### config.mk
export PLATFORM = sky130hd
export DESIGN_NAME = alb_exec
export DESIGN_NICKNAME = d
export VERILOG_FILES = /design/src/logic/alb_pkg.sv /design/src/logic/alb_exec.sv
export SDC_FILE = /design/constraint.sdc
export NUM_CORES = 1
export LEC_CHECK = 0
export BUFFER_PORTS_ARGS = -buffer_cell sky130_fd_sc_hd__buf_2
export CORE_ASPECT_RATIO = 1.4
export CORE_UTILIZATION = 25
export DETAILED_ROUTE_END_ITERATION = 7
export GPL_ROUTABILITY_DRIVEN = 0
export SYNTH_ARGS = -nofsm -noshare
export SYNTH_HDL_FRONTEND = slang
export SYNTH_SLANG_ARGS = --single-unit
### constraint.sdc
create_clock -name sys_clk_i -period 4.24 [get_ports sys_clk_i]
set_input_delay 0 -clock sys_clk_i [delete_from_list [all_inputs] [get_ports sys_clk_i]]
set_output_delay 0 -clock sys_clk_i [all_outputs]
set_load 0.005 [all_outputs]
### src/logic/alb_pkg.sv
// Package for the add, logic and branch execute block
package alb_pkg;

  localparam int XLEN      = 32;
  localparam int LLEN      = 40;
  localparam int RIDX_W    = 5;
  localparam int OP6_W     = 6;
  localparam int OP7_W     = 7;
  localparam int DELAY_SLOTS = 5;
  localparam int CNT_W     = 3;

  // Data unit opfields
  localparam logic [5:0] OP_D_BYTE_SCALED_ADDRESS_ADD_R = 6'h30;
  localparam logic [5:0] OP_D_BYTE_SCALED_ADDRESS_ADD_C = 6'h32;
  localparam logic [5:0] OP_D_HALFWORD_SCALED_ADDRESS_ADD_R = 6'h34;
  localparam logic [5:0] OP_D_HALFWORD_SCALED_ADDRESS_ADD_C = 6'h36;
  localparam logic [5:0] OP_D_WORD_SCALED_ADDRESS_ADD_R = 6'h38;
  localparam logic [5:0] OP_D_WORD_SCALED_ADDRESS_ADD_C = 6'h3A;
  // L unit opfields
  localparam logic [6:0] OP_L_UNSIGNED_WIDENING_ADD_UU = 7'h2B;
  localparam logic [6:0] OP_L_UNSIGNED_WIDENING_ADD_UL = 7'h29;
  localparam logic [6:0] OP_L_AND_R   = 7'h7B;
  localparam logic [6:0] OP_L_AND_C   = 7'h7A;
  // S unit opfields
  localparam logic [5:0] OP_S_AND_R   = 6'h1F;
  localparam logic [5:0] OP_S_AND_C   = 6'h1E;

  // Shift amounts for scaled address adds and branch displacement
  localparam int SH_BYTE = 0;
  localparam int SH_HALF = 1;
  localparam int SH_WORD = 2;
  localparam int SH_DISP = 2;

  // Circular-capable register indices 4..7
  localparam logic [4:0] CIRC_LO = 5'h04;
  localparam logic [4:0] CIRC_HI = 5'h07;

  localparam logic [XLEN-1:0] PFC_RST = 32'h0000_0000;

  typedef enum logic [2:0] {
    ALB_UNIT_L, ALB_UNIT_S, ALB_UNIT_D, ALB_UNIT_SK, ALB_UNIT_SADD2,
    ALB_UNIT_BDISP, ALB_UNIT_BREG
  } alb_unit_t;

  // One decoded instruction from dispatch
  typedef struct packed {
    logic            valid;
    logic            cond_true;
    alb_unit_t       unit;
    logic            side_b;
    logic [6:0]      opfield;
    logic [4:0]      dst;
    logic [4:0]      src2_idx;
    logic [XLEN-1:0] src1;
    logic [4:0]      cst5;
    logic [XLEN-1:0] src2;
    logic [7:0]      src2_hi;
    logic [15:0]     signed_sixteen_bit_constant;
    logic [20:0]     branch_displacement_constant;
    logic            circ_en;
    logic [XLEN-1:0] circ_sum;
  } alb_instr_t;

  // Register write-back
  typedef struct packed {
    logic            we;
    logic            side_b;
    logic [4:0]      dst;
    logic            wide;
    logic [LLEN-1:0] data;
  } alb_wb_t;

endpackage : alb_pkg

### src/logic/alb_exec.sv
// Execute stage for scaled adds, constant add, unsigned add, dual add, AND and branches
`timescale 1ns/1ns
module alb_exec (
  input  wire logic                    sys_clk_i,
  input  wire logic                    rst_n_i,
  input  wire alb_pkg::alb_instr_t     instr_a_i,
  input  wire alb_pkg::alb_instr_t     instr_b_i,
  input  wire logic [alb_pkg::XLEN-1:0] packet_addr_i,
  output alb_pkg::alb_wb_t             wb_a_o,
  output alb_pkg::alb_wb_t             wb_b_o,
  output logic [alb_pkg::XLEN-1:0]     program_fetch_counter_o,
  output logic                         redirect_o,
  output logic                         int_block_o,
  output logic                         illegal_o
);
  import alb_pkg::*;

  alb_wb_t          wb_a, wb_b, next_wb_a, next_wb_b;
  logic [XLEN-1:0]  program_fetch_counter, next_pfc, tgt, next_tgt;
  logic             redirect, next_redirect, illegal, next_illegal;
  logic [CNT_W-1:0] cnt, next_cnt;
  logic             pend, next_pend;
  logic             ill_a, ill_b, br_a, br_b;
  logic [XLEN-1:0]  tgt_a, tgt_b;

  function automatic alb_wb_t exec_one(input alb_instr_t in, output logic ill,
                                       output logic br, output logic [XLEN-1:0] t);
    alb_wb_t          w;
    logic [XLEN-1:0]  off, k5s, k5u, sum;
    int               sh;
    logic             circ;
    logic [LLEN-1:0]  a40, b40;
    w = '0;
    ill = 1'b0;
    br = 1'b0;
    t = '0;
    off = '0;
    sh = SH_BYTE;
    k5s = {{(XLEN-5){in.cst5[4]}}, in.cst5};
    k5u = {{(XLEN-5){1'b0}}, in.cst5};
    w.side_b = in.side_b;
    w.dst = in.dst;
    circ = in.circ_en && (in.src2_idx >= CIRC_LO) && (in.src2_idx <= CIRC_HI);
    if (in.valid && in.cond_true) begin
      unique case (in.unit)
        ALB_UNIT_D: begin
          w.we = 1'b1;
          unique case (in.opfield[OP6_W-1:0])
            OP_D_BYTE_SCALED_ADDRESS_ADD_R: begin off = in.src1; sh = SH_BYTE; end
            OP_D_BYTE_SCALED_ADDRESS_ADD_C: begin off = k5u; sh = SH_BYTE; end
            OP_D_HALFWORD_SCALED_ADDRESS_ADD_R: begin off = in.src1; sh = SH_HALF; end
            OP_D_HALFWORD_SCALED_ADDRESS_ADD_C: begin off = k5u; sh = SH_HALF; end
            OP_D_WORD_SCALED_ADDRESS_ADD_R: begin off = in.src1; sh = SH_WORD; end
            OP_D_WORD_SCALED_ADDRESS_ADD_C: begin off = k5u; sh = SH_WORD; end
            default: begin w.we = 1'b0; ill = 1'b1; end
          endcase
          sum = in.src2 + (off << sh);
          w.data = {{(LLEN-XLEN){1'b0}}, circ ? in.circ_sum : sum};
        end
        ALB_UNIT_L: begin
          w.we = 1'b1;
          a40 = {{(LLEN-XLEN){1'b0}}, in.src1};
          unique case (in.opfield)
            OP_L_UNSIGNED_WIDENING_ADD_UU: begin
              b40 = {{(LLEN-XLEN){1'b0}}, in.src2};
              w.wide = 1'b1;
              w.data = a40 + b40;
            end
            OP_L_UNSIGNED_WIDENING_ADD_UL: begin
              b40 = {in.src2_hi, in.src2};
              w.wide = 1'b1;
              w.data = a40 + b40;
            end
            OP_L_AND_R: w.data = {{(LLEN-XLEN){1'b0}}, in.src1 & in.src2};
            OP_L_AND_C: w.data = {{(LLEN-XLEN){1'b0}}, k5s & in.src2};
            default: begin w.we = 1'b0; ill = 1'b1; end
          endcase
        end
        ALB_UNIT_S: begin
          w.we = 1'b1;
          unique case (in.opfield[OP6_W-1:0])
            OP_S_AND_R: w.data = {{(LLEN-XLEN){1'b0}}, in.src1 & in.src2};
            OP_S_AND_C: w.data = {{(LLEN-XLEN){1'b0}}, k5s & in.src2};
            default: begin w.we = 1'b0; ill = 1'b1; end
          endcase
        end
        ALB_UNIT_SK: begin
          w.we = 1'b1;
          w.data = {{(LLEN-XLEN){1'b0}},
                    in.src2 + {{(XLEN-16){in.signed_sixteen_bit_constant[15]}}, in.signed_sixteen_bit_constant}};
        end
        ALB_UNIT_SADD2: begin
          w.we = 1'b1;
          w.data = {{(LLEN-XLEN){1'b0}},
                    16'(in.src1[31:16] + in.src2[31:16]),
                    16'(in.src1[15:0] + in.src2[15:0])};
        end
        ALB_UNIT_BDISP: begin
          br = 1'b1;
          t = packet_addr_i + ({{(XLEN-21){in.branch_displacement_constant[20]}}, in.branch_displacement_constant} << SH_DISP);
        end
        ALB_UNIT_BREG: begin
          if (in.side_b) begin
            br = 1'b1;
            t = in.src2;
          end else begin
            ill = 1'b1;
          end
        end
        default: ill = 1'b1;
      endcase
    end
    return w;
  endfunction : exec_one

  always_comb begin
    next_wb_a = exec_one(instr_a_i, ill_a, br_a, tgt_a);
    next_wb_b = exec_one(instr_b_i, ill_b, br_b, tgt_b);
    next_illegal = ill_a | ill_b | (br_a & br_b);
    next_pfc = program_fetch_counter;
    next_redirect = 1'b0;
    next_tgt = tgt;
    next_pend = pend;
    next_cnt = cnt;
    if (pend) begin
      if (cnt == CNT_W'(1)) begin
        next_pfc = tgt;
        next_redirect = 1'b1;
        next_pend = 1'b0;
        next_cnt = '0;
      end else begin
        next_cnt = cnt - CNT_W'(1);
      end
    end
    // Only one true branch may start; pick whichever fired
    if ((instr_a_i.valid && (instr_a_i.unit == ALB_UNIT_BDISP ||
         instr_a_i.unit == ALB_UNIT_BREG)) ||
        (instr_b_i.valid && (instr_b_i.unit == ALB_UNIT_BDISP ||
         instr_b_i.unit == ALB_UNIT_BREG))) begin
      if (br_a ^ br_b) begin
        next_tgt = br_a ? tgt_a : tgt_b;
        next_pend = 1'b1;
        next_cnt = CNT_W'(DELAY_SLOTS);
      end
    end
  end

  always_ff @(posedge sys_clk_i) begin
    if (!rst_n_i) begin
      wb_a <= '0;
      wb_b <= '0;
      program_fetch_counter <= PFC_RST;
      tgt <= PFC_RST;
      redirect <= 1'b0;
      illegal <= 1'b0;
      pend <= 1'b0;
      cnt <= '0;
    end else begin
      wb_a <= next_wb_a;
      wb_b <= next_wb_b;
      program_fetch_counter <= next_pfc;
      tgt <= next_tgt;
      redirect <= next_redirect;
      illegal <= next_illegal;
      pend <= next_pend;
      cnt <= next_cnt;
    end
  end

  assign wb_a_o = wb_a;
  assign wb_b_o = wb_b;
  assign program_fetch_counter_o = program_fetch_counter;
  assign redirect_o = redirect;
  assign illegal_o = illegal;
  assign int_block_o = pend;

endmodule : alb_exec

==> run metrics <==
WL/cell ~23 um; clock power share between 20% and 30%; failing checks design-rule violations; cts bufs inserted 17; final std cells w/o fill about 5300; final WL roughly 120000 um; H-tree depth 4; final setup margin between 0.3 and 0.4 ns; chip width roughly 270 um; setup tns final 0 ns; row count between 100 and 150; layout net count 4580; Critical path buffers and inverters 3; Pint around 3700 uW; max_slew headroom a little over a quarter; via count around 30000; Post-route DRC 31; Hold Fails Final Rpt 0; clk slew on worst S/H paths roughly 0.08 ns; Ports 505; syn_area_per_cell around 7.2 sq um; top cells by count, synth nand2_1 (403), a21oi_1 (362), nor2_1 (270), ha_1 (250), o21ai_0 (223); DRT iter0 DRCs approximately 3000; max-slew violations 0; Peak VDD IR 0.2678 mV; Worst Reg-to-Reg Cells 7; Main synth FF type dfxtp_1; Area contributors post-synth dfxtp_1 (14%), ha_1 (13%), a21oi_1 (7.5%), nand2_1 (6.2%), xnor2_1 (4.9%); Total Routing Usage GR 23.95%; CP startpoint kind primary input; first-pass GRT wire length ~180000 um; largest area contributor in the netlist dfxtp_1; WS Path Type primary input to register; Clock Path Buffers 2; post-synth top area share 13.67%; synth warn 0; Period Utilization, post-route between 90 and 100%; Initial Utilization about a quarter; CP top delay family compound AO/OA/AOI/OAI gates; crit path cell chain dlygate4sd3_1 > buf_2 > ha_1 > a211oi_1 > o21ai_1 > o31ai_1 > o21ai_1 > a311oi_2 > o31ai_1 > a21oi_1 > nor3_1 > xnor2_1 > dlygate4sd3_1 > nor2_1; required time worst endpoint 4.66 ns; Via-to-Cell Ratio around 5.7; clk root buf clkbuf_16; latest clock arrival within the worst-skew pair approximately 0.53 ns; outcome finished, violations left; Reg power frac between 20% and 30%; Port Buffers 500; Worst Skew around 0.018 ns; ys async rst share 0%; EDFF count, synth 0; Psw 2677 uW; Final setup viols 0; Worst setup EP type register; max incr delay on CP 0.60 ns; placed cells 5099; estimated wirelength of the detail-placed design slightly above 100000 um; most numerous cell in the Yosys netlist nand2_1; worst-path maximum fanout 5; flops & latches, synth roughly 170; maxcap violations 0; layout cells sized above 1 17.50%; Seq/Total Area, Yosys a little over an eighth; Layout area overhead 25.69%; Mapped Area roughly 24000 sq um; pre-CTS setup slack between 0.15 and 0.2 ns; Switching Share a little over two fifths; vias in the first global route around 29000; syn_nets roughly 4000; Worst Path Arrival 4.31 ns; P per Cell Area 209.9 nW/um^2; Reg-to-Reg End program_fetch_counter_o[9]$_SDFFE_PN0P_; Critical Path Slowest Stage Cell dlygate4sd3_1; pin count of the biggest net entering global routing 55; Worst Min Path Start instr_a_i[116]; Final ANT Viol Nets 0; Combinational Power Share 45.6%; Period minus WS final approximately 3.9 ns; CTS tree done; synthesized instance count roughly 3400; total gr overflow 0; first drt pass iteration count 8; worst hold path type primary input to register; Fmax between 200 and 300 MHz; Netlist cell types 92; Clock Sinks between 150 and 200; RSZ-0062 raised after global routing false; initial antenna violation count 29; Worst Tran Pin Value between 1 and 1.5 ns; die area 98520 sq um; reg-to-reg setup timing slack roughly 2.5 ns; Worst Hold Depth 4; Reg2Reg Launch Point cnt[1]$_SDFF_PN0_; P_leak 0.01319 uW; area of the core approximately 97000 sq um; die height approximately 370 um; Worst Hold End wb_a_o[1]$_SDFF_PN0_; number of cells on the critical path 14
## metrics by stage
| stage | area (sq um) | power [uW] | util [%] | hold WS [ns] |
|---|---|---|---|---|
| floorplan | 24310 | 3445 | - | 0.1217 |
| detailed placement | 28590 | 4386 | 29.59 | 0.2103 |
| global placement | 28590 | 4368 | 29.59 | 0.2045 |
| global route | 30550 | 6770 | 31.62 | 0.05526 |
| CTS | 30530 | 6428 | 31.60 | 0.0009547 |
| finish | 30560 | 6414 | 31.63 | 0.05452 |
## registers in the layout, indices dropped and copies added, names as in the netlist
name / count
wb_a_o: 48
wb_b_o: 48
program_fetch_counter_o: 32
tgt: 32
cnt: 3
illegal_o: 1
int_block_o: 1
redirect_o: 1
## area by class of cell
cell class / count / area, sq um
clock inverters: 14 / 207.7
multi-input cells: 2958 / 20100
flip-flops and latches: 166 / 3323
well taps: 1301 / 1628
clock buffers: 18 / 439.2
diodes: 7 / 17.52
repair buffers: 733 / 4587
inverters: 70 / 262.8
fillers: 10462 / 66060
## layout by cell type, fill, tap and decap left out, types with 39 or more instances in the layout
master         count
a211oi_1          50
a21boi_0          41
a21o_1           113
a21oi_1          362
a221oi_1          64
a22oi_1           85
a31oi_1           50
and3_1            42
buf_2            500
buf_4            103
dfxtp_1          166
dlygate4sd3_1    129
ha_1             250
inv_1             70
mux2i_1           47
nand2_1          403
nand3_1           72
nor2_1           270
nor2b_1           39
nor3_1            52
o21ai_0          222
xnor2_1          136
xor2_1            83
## routing by layer
layer	up-vias	wire length, um	part of all wire, %	track usage [%]
li1	13961	-	-	-
met1	13950	46120	38	27.01
met2	1564	58630	48	41.99
met3	339	10770	8.8	5.032
met4	18	6855	5.6	12.82
met5	-	120	0.098	0
## worst max path at each step
| stage | end | start |
|---|---|---|
| 3_3_place_gp | wb_b_o[25]$_SDFF_PN0_ | instr_b_i[162] |
| 4_1_cts | wb_b_o[37]$_SDFF_PN0_ | instr_b_i[94] |
| 3_5_place_dp | wb_b_o[27]$_SDFF_PN0_ | instr_b_i[157] |
| 6_report | wb_a_o[39]$_SDFF_PN0_ | instr_a_i[115] |
| 5_1_grt | wb_b_o[37]$_SDFF_PN0_ | instr_b_i[94] |
| 2_1_floorplan | wb_a_o[24]$_SDFF_PN0_ | instr_a_i[160] |
## power by group through the flow
stage / combinational (uW) / sequential, uW / clock [uW]
floorplan: 1820 / 1630 / 0
global placement: 2740 / 1630 / 0
detailed placement: 2760 / 1630 / 0
CTS: 2860 / 1590 / 1970
global route: 3170 / 1600 / 2010
finish: 2930 / 1590 / 1890
## worst register-to-register path: stages, from the launching register on
cell	delay, ns
dfxtp_1	0.31
inv_1	0.08
ha_1	0.19
inv_1	0.07
nor3b_2	0.17
buf_4	0.38
nand2_1	0.26
a21boi_0	0.21
## what timing repair did
action	in CTS	in global routing
hold buffers	129	0
hold endpoints to repair	96	0
setup endpoints to repair	0	4
setup buffers	0	0
resized for setup	0	2
## logic make-up (layout without fill, tap and decap cells)
kind of cell | after synthesis | in the layout | synth area share, %
compound gates | 1352 | 1352 | 37.35
xor+xnor | 219 | 219 | 7.889
fa+ha+maj | 260 | 260 | 13.69
buf+inv | 254 | 835 | 3.983
flops | 166 | 166 | 13.67
mux | 60 | 60 | 3.000
other cells | 0 | 7 | 0
simple gates | 1067 | 1067 | 20.42
Note: power is estimated with default switching activity, not from simulation.
